==> config.mk <==
export PLATFORM = sky130hd
export DESIGN_NAME = break_comparator
export DESIGN_NICKNAME = d
export VERILOG_FILES = /design/src/break_comparator.v
export VERILOG_INCLUDE_DIRS = /design/src /design/src/src
export SDC_FILE = /design/constraint.sdc
export NUM_CORES = 1
export LEC_CHECK = 0
export BUFFER_PORTS_ARGS = -buffer_cell sky130_fd_sc_hd__buf_2
export CORE_ASPECT_RATIO = 2
export CORE_MARGIN = 3
export CORE_UTILIZATION = 60
export DETAILED_ROUTE_END_ITERATION = 8
export GPL_TIMING_DRIVEN = 0
export PLACE_DENSITY = 0.81
export SLEW_MARGIN = 20
export SYNTH_ARGS = -nofsm -noshare
export SYNTH_HDL_FRONTEND = slang
export SYNTH_SLANG_ARGS = --single-unit
==> constraint.sdc <==
create_clock -name clk -period 2.9 [get_ports clk]
set_input_delay 0.29 -clock clk [delete_from_list [all_inputs] [get_ports clk]]
set_output_delay 0.29 -clock clk [all_outputs]
set_load 0.02 [all_outputs]
==> src/break_comparator_defines.vh <==
`ifndef BREAK_COMPARATOR_DEFINES_VH
`define BREAK_COMPARATOR_DEFINES_VH
// Register indices, byte address is four times the index
`define REG_CHAN0_MATCH_CONDITION 4'h0
`define REG_CHAN0_MATCH_OPERATION 4'h1
`define REG_CHAN0_BREAK_ADDRESS 4'h2
`define REG_CHAN0_ADDRESS_MASK 4'h3
`define REG_CHAN1_MATCH_CONDITION 4'h4
`define REG_CHAN1_MATCH_OPERATION 4'h5
`define REG_CHAN1_BREAK_ADDRESS 4'h6
`define REG_CHAN1_ADDRESS_MASK 4'h7
`define REG_CHAN1_BREAK_DATA 4'h8
`define REG_CHAN1_DATA_MASK 4'h9
`define REG_CHAN1_HIT_COUNTDOWN 4'ha
`define REG_CHANNEL_MATCH_FLAGS 4'hb
`define REG_BREAK_SUPPORT_CONTROL 4'hc
// Condition register fields
`define COND_ENABLE 0
`define COND_READ 1
`define COND_WRITE 2
`define COND_FETCH 4
`define COND_OPERAND 5
`define COND_BUS_LO 6
`define COND_SIZE_LO 8
`define COND_SIZE_HI 10
`define COND_DATA_EN 11
`define COND_COUNT_EN 12
`define COND_ADDRESS_SPACE_IDENTIFIER_EN 13
`define COND_ADDRESS_SPACE_IDENTIFIER_LO 16
`define COND_ADDRESS_SPACE_IDENTIFIER_HI 23
`define COND_FLAG_SEL 24
`define COND_FLAG_EN 25
// Operation register fields
`define OPER_BREAK_EN 0
`define OPER_AFTER 1
// Operand size codes
`define SIZE_ANY 3'h0
`define SIZE_BYTE 3'h1
`define SIZE_WORD 3'h2
`define SIZE_LONG 3'h3
`define SIZE_QUAD 3'h4
// Access size code of a full word register access
`define ACC_LONG 2'h2
// Reset value, count limit and value read by a wrong-size access
`define RST_WORD 32'h0000_0000
`define COUNT_MAX 12'hfff
`define READ_UNDEF 32'h0000_0000
`endif

==> src/break_comparator.v <==
// Behaviour
// [RULE1] Two break channels, each programmed and evaluated independently.
// [RULE2] Sequential mode breaks only after other channel hit in earlier cycle.
// [RULE3] Address compare covers identifier plus 32-bit address; id all or none.
// [RULE4] Per-channel 32-bit address mask; mask bit 1 excludes that bit.
// [RULE5] Channel 1 alone compares masked 32-bit bus data against stored value.
// [RULE6] Each channel picks fetch or operand, read or write, and size.
// [RULE7] Quadword data match compares both 32-bit halves against value.
// [RULE8] Cache ops come as longword accesses without data; no data match.
// [RULE9] Software enabling data match also programs a specific size.
// [RULE10] Fetch matches break before or after the instruction, as selected.
// [RULE11] Operation register enables break request and fetch break timing.
// [RULE12] Counting enabled: each channel 1 hit decrements the count register; the code holds the count once it is 0.
// [RULE13] Count enabled: break on hit when count already holds 1; 12 bits.
// [RULE14] Satisfied condition sets the channel's sticky hit flag.
// [RULE15] Writing the flag register stores written value AND current flags.
// [RULE16] Wrong-size accesses do not write and read an undefined value.
// [RULE17] New register values take effect by the next cycle after write.
// [RULE18] Condition register holds flag, id, data, size, count, bus, type.
// [RULE19] Each channel has an address register; channel 1 a data register.
// [RULE20] Support control register selects the extra debug support function.
// [RULE21] Block bit set: flags still set but no break request raised.
// [RULE22] Simultaneous hits on both channels give one break request.
// [RULE23] Fetch matches need address bit 0 cleared by software, else none.
// [RULE24] Operand address compare drops low bits by size: 3, 2 or 1.
// [RULE25] Reset leaves channels disabled and flags clear.
// [RULE26] Break request goes out tagged before or after the instruction.
`timescale 1ns/1ps
`include "break_comparator_defines.vh"
module break_comparator (
  // Clock and reset
  input wire clk,
  input wire rstn,
  // Control register port
  input wire reg_req,
  input wire reg_wr,
  input wire [3:0] reg_idx,
  input wire [1:0] reg_size,
  input wire [31:0] reg_wdata,
  output reg [31:0] reg_rdata,
  output reg reg_ack,
  // Observed bus cycle
  input wire cyc_valid,
  input wire cyc_fetch,
  input wire cyc_write,
  input wire [2:0] cyc_size,
  input wire [1:0] cyc_bus,
  input wire cyc_has_data,
  input wire [31:0] cyc_addr,
  input wire [7:0] cyc_address_space_identifier,
  input wire [63:0] cyc_data,
  // Processor state
  input wire exception_block_bit,
  // Break request, support enable and hit flags to the core
  output reg break_req,
  output reg break_after,
  output reg debug_support_en,
  output reg [1:0] hit_flags
);

  reg [31:0] cond_q [0:1];
  reg [31:0] oper_q [0:1];
  reg [31:0] addr_q [0:1];
  reg [31:0] amask_q [0:1];
  reg [31:0] bdata_q;
  reg [31:0] dmask_q;
  reg [11:0] count_q;
  reg [1:0] flags_q;
  reg ctrl_q;

  // Low address bits ignored for an operand access of given size
  function [31:0] size_mask;
    input [2:0] sz;
    begin
      case (sz)
        `SIZE_QUAD: size_mask = 32'h0000_0007;
        `SIZE_LONG: size_mask = 32'h0000_0003;
        `SIZE_WORD: size_mask = 32'h0000_0001;
        default: size_mask = 32'h0000_0000;
      endcase
    end
  endfunction

  wire wr_ok = reg_req && reg_wr && (reg_size == `ACC_LONG); // [RULE16]

  // Per-channel condition evaluation
  wire [1:0] hit;
  genvar ch;
  generate
    for (ch = 0; ch < 2; ch = ch + 1) begin : g_chan // [RULE1]
      wire [31:0] c = cond_q[ch];
      wire [31:0] ign;
      wire addr_ok;
      wire address_space_identifier_ok;
      wire type_ok;
      wire rw_ok;
      wire size_ok;
      wire bus_ok;
      wire data_ok;
      wire seq_ok;
      wire [2:0] csz = c[`COND_SIZE_HI:`COND_SIZE_LO];
      assign ign = amask_q[ch] | (cyc_fetch ? 32'h0000_0000 :
        size_mask(cyc_size)); // [RULE4] [RULE24]
      assign addr_ok = ((cyc_addr ^ addr_q[ch]) & ~ign) == 32'h0000_0000 &&
        !(cyc_fetch && addr_q[ch][0]); // [RULE23]
      assign address_space_identifier_ok = !c[`COND_ADDRESS_SPACE_IDENTIFIER_EN] ||
        (cyc_address_space_identifier == c[`COND_ADDRESS_SPACE_IDENTIFIER_HI:`COND_ADDRESS_SPACE_IDENTIFIER_LO]); // [RULE3]
      assign type_ok = cyc_fetch ? c[`COND_FETCH] :
        c[`COND_OPERAND]; // [RULE6]
      assign rw_ok = cyc_fetch ||
        (cyc_write ? c[`COND_WRITE] : c[`COND_READ]);
      assign size_ok = cyc_fetch || csz == `SIZE_ANY || csz == cyc_size;
      assign bus_ok = c[`COND_BUS_LO+1:`COND_BUS_LO] == 2'h0 ||
        c[`COND_BUS_LO+1:`COND_BUS_LO] == cyc_bus;
      if (ch == 1) begin : g_data
        wire lo_ok = ((cyc_data[31:0] ^ bdata_q) & ~dmask_q) ==
          32'h0000_0000; // [RULE5]
        wire hi_ok = ((cyc_data[63:32] ^ bdata_q) & ~dmask_q) ==
          32'h0000_0000; // [RULE7]
        // Fetches bypass the data compare; dataless cache ops never pass it
        assign data_ok = !c[`COND_DATA_EN] || cyc_fetch ||
          (cyc_has_data && lo_ok &&
          (cyc_size != `SIZE_QUAD || hi_ok)); // [RULE8]
      end else begin : g_nodata
        assign data_ok = 1'b1;
      end
      assign seq_ok = !c[`COND_FLAG_EN] ||
        flags_q[c[`COND_FLAG_SEL]]; // [RULE2]
      assign hit[ch] = cyc_valid && c[`COND_ENABLE] && addr_ok && address_space_identifier_ok &&
        type_ok && rw_ok && size_ok && bus_ok && data_ok && seq_ok; // [RULE18]
    end
  endgenerate

  // Channel 1 count gates the match
  wire cnt_en = cond_q[1][`COND_COUNT_EN];
  wire [1:0] match = {hit[1] && (!cnt_en || count_q == 12'h001),
    hit[0]}; // [RULE13]
  wire [1:0] req_ch = match & {oper_q[1][`OPER_BREAK_EN],
    oper_q[0][`OPER_BREAK_EN]}; // [RULE11]
  wire any_req = |req_ch; // [RULE22]
  wire after_sel = req_ch[0] ? oper_q[0][`OPER_AFTER] :
    oper_q[1][`OPER_AFTER]; // [RULE10]

  wire [1:0] flags_wr = (wr_ok && reg_idx == `REG_CHANNEL_MATCH_FLAGS) ?
    (flags_q & reg_wdata[1:0]) : flags_q; // [RULE15]

  integer i;
  always @(posedge clk or negedge rstn) begin
    if (!rstn) begin
      for (i = 0; i < 2; i = i + 1) begin
        cond_q[i] <= `RST_WORD; // [RULE25]
        oper_q[i] <= `RST_WORD;
        addr_q[i] <= `RST_WORD;
        amask_q[i] <= `RST_WORD;
      end
      bdata_q <= `RST_WORD;
      dmask_q <= `RST_WORD;
      count_q <= 12'h000;
      flags_q <= 2'b00;
      ctrl_q <= 1'b0;
      reg_rdata <= `RST_WORD;
      reg_ack <= 1'b0;
      break_req <= 1'b0;
      break_after <= 1'b0;
      debug_support_en <= 1'b0;
      hit_flags <= 2'b00;
    end else begin
      // Register writes, visible to the matcher next cycle
      if (wr_ok) begin // [RULE17]
        if (reg_idx == `REG_CHAN0_MATCH_CONDITION) begin
          cond_q[0] <= reg_wdata;
        end else if (reg_idx == `REG_CHAN0_MATCH_OPERATION) begin
          oper_q[0] <= reg_wdata;
        end else if (reg_idx == `REG_CHAN0_BREAK_ADDRESS) begin
          addr_q[0] <= reg_wdata; // [RULE19]
        end else if (reg_idx == `REG_CHAN0_ADDRESS_MASK) begin
          amask_q[0] <= reg_wdata;
        end else if (reg_idx == `REG_CHAN1_MATCH_CONDITION) begin
          cond_q[1] <= reg_wdata;
        end else if (reg_idx == `REG_CHAN1_MATCH_OPERATION) begin
          oper_q[1] <= reg_wdata;
        end else if (reg_idx == `REG_CHAN1_BREAK_ADDRESS) begin
          addr_q[1] <= reg_wdata;
        end else if (reg_idx == `REG_CHAN1_ADDRESS_MASK) begin
          amask_q[1] <= reg_wdata;
        end else if (reg_idx == `REG_CHAN1_BREAK_DATA) begin
          bdata_q <= reg_wdata;
        end else if (reg_idx == `REG_CHAN1_DATA_MASK) begin
          dmask_q <= reg_wdata;
        end else if (reg_idx == `REG_BREAK_SUPPORT_CONTROL) begin
          ctrl_q <= reg_wdata[0]; // [RULE20]
        end
      end
      // Counter: hit decrements, write reloads, hit wins
      if (hit[1] && cnt_en && count_q != 12'h000) begin
        count_q <= count_q - 12'h001; // [RULE12]
      end else if (wr_ok && reg_idx == `REG_CHAN1_HIT_COUNTDOWN) begin
        count_q <= reg_wdata[11:0];
      end
      // Flags: set wins over clear
      flags_q <= flags_wr | match; // [RULE14]
      hit_flags <= flags_wr | match;
      // Reads
      reg_ack <= reg_req;
      if (reg_req && !reg_wr) begin
        if (reg_size != `ACC_LONG) begin
          reg_rdata <= `READ_UNDEF;
        end else if (reg_idx == `REG_CHAN0_MATCH_CONDITION) begin
          reg_rdata <= cond_q[0];
        end else if (reg_idx == `REG_CHAN0_MATCH_OPERATION) begin
          reg_rdata <= oper_q[0];
        end else if (reg_idx == `REG_CHAN0_BREAK_ADDRESS) begin
          reg_rdata <= addr_q[0];
        end else if (reg_idx == `REG_CHAN0_ADDRESS_MASK) begin
          reg_rdata <= amask_q[0];
        end else if (reg_idx == `REG_CHAN1_MATCH_CONDITION) begin
          reg_rdata <= cond_q[1];
        end else if (reg_idx == `REG_CHAN1_MATCH_OPERATION) begin
          reg_rdata <= oper_q[1];
        end else if (reg_idx == `REG_CHAN1_BREAK_ADDRESS) begin
          reg_rdata <= addr_q[1];
        end else if (reg_idx == `REG_CHAN1_ADDRESS_MASK) begin
          reg_rdata <= amask_q[1];
        end else if (reg_idx == `REG_CHAN1_BREAK_DATA) begin
          reg_rdata <= bdata_q;
        end else if (reg_idx == `REG_CHAN1_DATA_MASK) begin
          reg_rdata <= dmask_q;
        end else if (reg_idx == `REG_CHAN1_HIT_COUNTDOWN) begin
          reg_rdata <= {20'h0_0000, count_q};
        end else if (reg_idx == `REG_CHANNEL_MATCH_FLAGS) begin
          reg_rdata <= {30'h0000_0000, flags_q};
        end else if (reg_idx == `REG_BREAK_SUPPORT_CONTROL) begin
          reg_rdata <= {31'h0000_0000, ctrl_q};
        end else begin
          reg_rdata <= `RST_WORD;
        end
      end
      // Single request, suppressed while the core blocks exceptions
      break_req <= any_req && !exception_block_bit; // [RULE21] [RULE22]
      break_after <= any_req && after_sel; // [RULE26]
      debug_support_en <= ctrl_q;
    end
  end

endmodule // break_comparator

# Word-level counts from Yosys, hierarchy flattened

Cells that the tools add are included.

Div/mod/pow operators: 0
Shifts and indexed selects: 0
Magnitude comparators: 2
Reduce and logical (&&, ||, !) cells: 82
Mux-type cells: 28
Add/subtract/negate cells: 1
Equality and inequality tests: 25
Bitwise gates (word level): 26
$mul: 0

Operators by type and width:

| kind                                                                    | count |
|---|---|
| 32-bit two-way mux                                                      | 12 |
| 32-bit bitwise AND                                                      | 4 |
| 32-bit zero test                                                        | 4 |
| 32-bit bitwise XOR                                                      | 4 |
| 32-bit NOT                                                              | 3 |
| 32-bit bitwise OR                                                       | 2 |
| 12-bit two-way mux                                                      | 3 |
| 1-bit logical AND                                                       | 33 |
| 4-bit equality test (second input constant)                             | 5 |
| 4-bit by 3-bit equality test with 1-bit output (second input constant)  | 4 |
| 8-bit equality test                                                     | 2 |
| 1-bit logical OR                                                        | 16 |
| 12-bit by 1-bit equality test with 1-bit output (second input constant) | 1 |
| 12-bit AND reduction                                                    | 1 |
| 12-bit nonzero test                                                     | 1 |
| 12-bit by 1-bit subtractor with 12-bit output (second input constant)   | 1 |
| 11-bit AND reduction                                                    | 1 |
| 1-bit zero test                                                         | 10 |
| 1-bit two-way mux                                                       | 10 |
| 1-bit NOT                                                               | 10 |
| 10-bit AND reduction                                                    | 1 |
| 3-bit case mux with 3 select lines                                      | 1 |
| 9-bit AND reduction                                                     | 1 |
| 4-bit by 2-bit equality test with 1-bit output (second input constant)  | 2 |
| other kinds (24)                                                        | 32 |

Bits in writable memories: 0
Bits in latches: 0
Input bits: 156
Word-level logic and storage cells: 182
Bits in read-only memories: 0
Flip-flop bits (word level): 371
Output and inout port bits: 38
Memories: 0

# Depth between registers and ports, before layout

Word-level depth: 20
Depth in mapped cells: 11
Gate-level depth less buffers: 8

# Least setup slack after synthesis

No wires, ideal clock.

Path kind: input to register
Start point: input port cyc_size[0]
End point: register count_q[9]
Arrival time: 2.246 ns
Buffers on the path: 2
Stages on the path: 10
Data required time: 2.774 ns
Setup time: 0.126 ns
Slack: 0.528 ns
Cells stage by stage: buf_4 or3b_1 a21oi_2 nor3_1 nor4_1 and4_1 nand4_2 buf_6 and3_1 a311o_1

Longest elaborated chain between the ends: 19
Elaborated cells on any way between the ends: 28
Classes of those cells: 5 x eq/ne; 3 x mux; 3 x bitwise; 17 x reduce/logical

Ends and longest elaborated chain:

| element                                                                                      | RTL line               | RTL |
|---|---|---|
| start, declared                                                                              | break_comparator.v:46  | `input wire [2:0] cyc_size,` |
| 3-bit by 2-bit equality test with 1-bit output / 3-bit equality test (equally long branches) | break_comparator.v:75  | `case (sz)` |
| 3-bit case mux with 3 select lines                                                           | break_comparator.v:75  |  |
| 32-bit two-way mux                                                                           | break_comparator.v:102 | `assign ign = amask_q[ch] \| (cyc_fetch ? 32'h0000_0000 :` |
| 32-bit bitwise OR                                                                            | break_comparator.v:102 |  |
| 32-bit NOT                                                                                   | break_comparator.v:104 | `assign addr_ok = ((cyc_addr ^ addr_q[ch]) & ~ign) == 32'h0000_0000 &&` |
| 32-bit bitwise AND                                                                           | break_comparator.v:104 |  |
| 32-bit zero test                                                                             | break_comparator.v:104 |  |
| 1-bit logical AND                                                                            | break_comparator.v:104 |  |
| 1-bit logical AND (6 in a row)                                                               | break_comparator.v:129 | `` assign hit[ch] = cyc_valid && c[`COND_ENABLE] && addr_ok && address_space_identifier_ok && `` |
| 1-bit logical AND * (2 in a row)                                                             | break_comparator.v:129 |  |
| 1-bit logical AND * (2 in a row)                                                             | break_comparator.v:195 | `if (hit[1] && cnt_en && count_q != 12'h000) begin` |
| 12-bit two-way mux / 2-bit nonzero test (equally long branches)                              | -                      |  |
| end signal, assigned                                                                         | break_comparator.v:196 | `count_q <= count_q - 12'h001;` |
| end signal, assigned                                                                         | break_comparator.v:198 | `count_q <= reg_wdata[11:0];` |
| end, declared                                                                                | break_comparator.v:67  | `reg [11:0] count_q;` |

Every way passes the cells marked *; elsewhere a longest branch is shown, timed or not.
A chain may end at the register's enable or synchronous reset.

# Worst setup path in the final report

Start point: input port reg_idx[2]
End point: register reg_rdata[19]

Longest elaborated chain between the ends: 12
Elaborated cells on any way between the ends: 21
Classes of those cells: 9 x eq/ne; 11 x mux; 1 x reduce/logical

Ends and longest elaborated chain:

| element                              | RTL line               | RTL |
|---|---|---|
| start, declared                      | break_comparator.v:37  | `input wire [3:0] reg_idx,` |
| 4-bit equality test (no source line) | -                      |  |
| 32-bit two-way mux                   | break_comparator.v:226 | `` end else if (reg_idx == `REG_CHAN1_DATA_MASK) begin `` |
| 32-bit two-way mux                   | break_comparator.v:224 | `` end else if (reg_idx == `REG_CHAN1_BREAK_DATA) begin `` |
| 32-bit two-way mux                   | break_comparator.v:222 | `` end else if (reg_idx == `REG_CHAN1_ADDRESS_MASK) begin `` |
| 32-bit two-way mux                   | break_comparator.v:220 | `` end else if (reg_idx == `REG_CHAN1_BREAK_ADDRESS) begin `` |
| 32-bit two-way mux                   | break_comparator.v:218 | `` end else if (reg_idx == `REG_CHAN1_MATCH_OPERATION) begin `` |
| 32-bit two-way mux                   | break_comparator.v:216 | `` end else if (reg_idx == `REG_CHAN1_MATCH_CONDITION) begin `` |
| 32-bit two-way mux                   | break_comparator.v:214 | `` end else if (reg_idx == `REG_CHAN0_ADDRESS_MASK) begin `` |
| 32-bit two-way mux                   | break_comparator.v:212 | `` end else if (reg_idx == `REG_CHAN0_BREAK_ADDRESS) begin `` |
| 32-bit two-way mux                   | break_comparator.v:210 | `` end else if (reg_idx == `REG_CHAN0_MATCH_OPERATION) begin `` |
| 32-bit two-way mux *                 | break_comparator.v:208 | `` end else if (reg_idx == `REG_CHAN0_MATCH_CONDITION) begin `` |
| 32-bit two-way mux *                 | break_comparator.v:206 | `` if (reg_size != `ACC_LONG) begin `` |
| end signal, assigned                 | break_comparator.v:207 | `` reg_rdata <= `READ_UNDEF; `` |
| end signal, assigned                 | break_comparator.v:209 | `reg_rdata <= cond_q[0];` |
| end signal, assigned                 | break_comparator.v:211 | `reg_rdata <= oper_q[0];` |
| end, declared                        | break_comparator.v:40  | `output reg [31:0] reg_rdata,` |

Marks and branches as above.

==> out/results.txt <==
Pwr dens = 579.2 mW/mm^2
Register bit total from synthesis = 371
Final nets = 2046
Total Power = 12640 uW
Psw = 3576 uW
Clock Power Share = 36.7%
Gp weighted congestion = 1.032
Post-route setup slack = -0.0001044 ns
Net count after synthesis = 1814
Top-count cell post-synth = dfrtp_1
Hold wc startpoint = reg_wdata[4]
Number of global-route vias before repair = 16340
Crit path max-delay family = compound AO/OA/AOI/OAI gates
Vias = 15780
DR iter-0 viols = 1467
Area contributors post-synth = dfrtp_1 (49%), mux2_2 (19%), xnor2_1 (6.4%), o22ai_1 (3.0%), mux2i_1 (1.9%)
Slowest cell delay on critical path = 0.72 ns
EDFF count, synth = 0
Slew margin rel. = 25.54%
CTS Buf Count = 34
H-tree lvl count = 2
Starting Density = 61.31%
Core area = 0.03097 mm^2
CTS root buffer = clkbuf_16
Yosys top cell area share = 48.89%
Outcome = finished with violations
First-pass GRT wire length = 106000 um
Critical path, cell by cell = buf_2, nand2b_1, clkbuf_1, nor2_1, clkbuf_1, a22oi_1, a31oi_1, a21oi_1, a21oi_1, a211oi_1, o31ai_1
Post-Synthesis Cells = 1655
Switching Share = 28.30%
CP Class = input pin to flip-flop
Primary FF master, synth = dfrtp_1
I/O pin count = 194
Post-synth top cells = dfrtp_1 (371), mux2_2 (324), xnor2_1 (139)
Highest-delay cell along the critical path = a211oi_1
Reg power frac = 47.7%
Pint = 9059 uW
Share of flip-flops with an asynchronous set or reset = 100.0%
Die Area = 0.03395 mm^2
RSZ-0062 raised after global routing = no
Rows = 91
Final Skew = 0.02051 ns
Area leader, netlist = dfrtp_1
Max FO, Critical Path = 10
Final Cycle Share = 100.0%
Critical Path Source Type = input pin
Post-DP HPWL = 56710 um
Failing checks = setup timing
Antenna violations before repair = 0
Fin. Hold Viols = 0
Largest net degree at the start of global routing = 100
Residual DRC = 0
Antenna viol nets, final = 0
R2R depth = 7
Worst path depth = 11
Reg2Reg Setup Slack = 0.08 ns
Finished Layout Cells = 2325
Seq/Total Area, Yosys = 48.89%
Static Leak = 0.009964 uW
CP Capture Type = flip-flop
WL final = 73810 um
Final slew viol count = 0
Gr ovfl total = 0
Combinational power share = 15.7%
Reg-to-reg endpoint = break_after$_DFF_PN0_
Dpl cells = 2265
Die height = 257.6 um
Via/cell ratio = 6.788
Final TNS setup = -0.0001044 ns
Worst hold-check path type = input pin to flip-flop
Slew @ Worst Pin = 1.117 ns
Pre-CTS WS = -0.6885 ns
Buffers on Ports = 188
Hold worst-path end = addr_q[4]$_DFFE_PN0P_
CP arrival = 3.28 ns
Syn_area_per_cell = 11.47 um^2
Max Buffers Root-to-Sink = 3
Skew-Pair Late Insertion Delay = 0.54 ns
Die width = 131.8 um
CP Data Required Time = 3.28 ns
Post-synthesis cell type count = 57
ANT cells = 0
Mapped cell area = 0.01899 mm^2
Clk sinks = 371
Util after Layout = 70.44%
Critical path startpoint = reg_idx[2]
Worst R2R Start = addr_q[40]$_DFFE_PN0P_
Area Overhead vs Synth = 14.89%
Max-Cap Viols = 0
VDD IR max = 0.0006494 V
Gr usage total = 43.01%
WL per Instance = 31.75 um
Worst Path Buf+Inv = 3
Clock-pin slew on the worst setup and hold paths = 0.06 ns
TritonCTS clock tree = done
First-pass iteration count of the detailed router = 5
Share of layout cells above drive strength 1 = 31.99%
Crit path time final = 2.900 ns
Final Setup Violations = 1
Synthesis Warnings = 0
Hold depth = 2
Setup Fix Bufs, Post-CTS = 0
Maximum clock frequency = 344.8 MHz
state kept, by name, indices dropped and copies added (netlist names), 2 cells and up:
name       cells
reg_rdata     32
amask_q       64
g_chan.c      64
addr_q        64
dmask_q       32
oper_q        64
bdata_q       32
count_q       12
flags_q        2
per-layer routing:
metal	up-vias	track usage [%]	wire length (um)
met2	930	74.53	37140
met3	346	5.828	4361
li1	6581	-	-
met5	-	0	0
met4	0	38.90	8519
met1	7925	44.96	23780
power groups by stage:
stage	Combinational (uW)	Sequential, uW	Clock (uW)
final	1980	6020	4630
after global routing	2090	6060	4820
after CTS	1930	6000	4630
after detailed placement	1910	6090	0
after global placement	1850	6070	0
after floorplan	1120	5950	0
cell families (layout without fill, tap and decap cells):
| family | after synthesis | in the layout | synth area share (%) |
|---|---|---|---|
| mux | 366 | 366 | 21.71 |
| fa+ha+maj | 3 | 3 | 0.1977 |
| xor+xnor | 148 | 148 | 6.827 |
| compound gates | 360 | 360 | 12.47 |
| buf+inv | 112 | 364 | 2.366 |
| flops | 371 | 371 | 48.89 |
| simple gates | 295 | 295 | 7.538 |
worst max-delay path by stage:
stage,slack (ns),to
floorplan,0.53,count_q[9]$_DFFE_PN0P_
global placement,-5.45,reg_rdata[10]$_DFFE_PN0P_
detailed placement,-0.69,amask_q[59]$_DFFE_PN0P_
CTS,0.03,count_q[9]$_DFFE_PN0P_
global route,0.003,count_q[7]$_DFFE_PN0P_
finish,-0.0001,reg_rdata[19]$_DFFE_PN0P_
per-stage QoR:
stage | hold WS, ns | cell area (um^2)
2_1_floorplan | -0.005591 | 18990
3_3_place_gp | 0.4367 | 20450
3_5_place_dp | 0.1124 | 20570
4_1_cts | 0.0005912 | 21740
5_1_grt | 0.02112 | 21810
6_report | 0.009847 | 21810
placed cells by master (no fill, tap or decap), types with 5 or more instances in the layout:
master and n:
a211oi_1 18, a21boi_0 5, a21o_1 9, a21oi_1 60
a221o_1 6, a22o_1 10, a22oi_1 30, a311o_1 5
a31oi_1 14, and2_1 7, and3_1 6, buf_1 6
buf_2 192, clkbuf_1 83, clkbuf_16 35, clkbuf_2 11
clkbuf_8 9, dfrtp_1 371, inv_1 9, mux2_2 324
mux2i_1 36, nand2_1 66, nand2b_1 14, nand3_1 20
nand4_1 10, nor2_1 89, nor2b_1 6, nor3_1 22
nor4_1 25, o211ai_1 5, o21ai_0 53, o221ai_1 16
o22ai_1 92, o31ai_1 19, xnor2_1 138, xor2_1 9
layout make-up:
type	instances	area, um^2
flip-flops and latches	371	9284
clock inverters	6	91.34
fillers	2391	9155
clock buffers	50	1022
multi-input cells	1172	9333
inverters	9	33.78
plain buffers	103	429.2
well taps	418	523.0
repair buffers	196	1099
what timing repair did:
item / in CTS / in global routing
pin swaps: 0 / 0
hold endpoints to repair: 201 / 0
endpoints found under the setup margin: 76 / 39
resized for setup: 13 / 19
hold buffers: 3 / 0
Note: power is estimated with default switching activity, not from simulation.
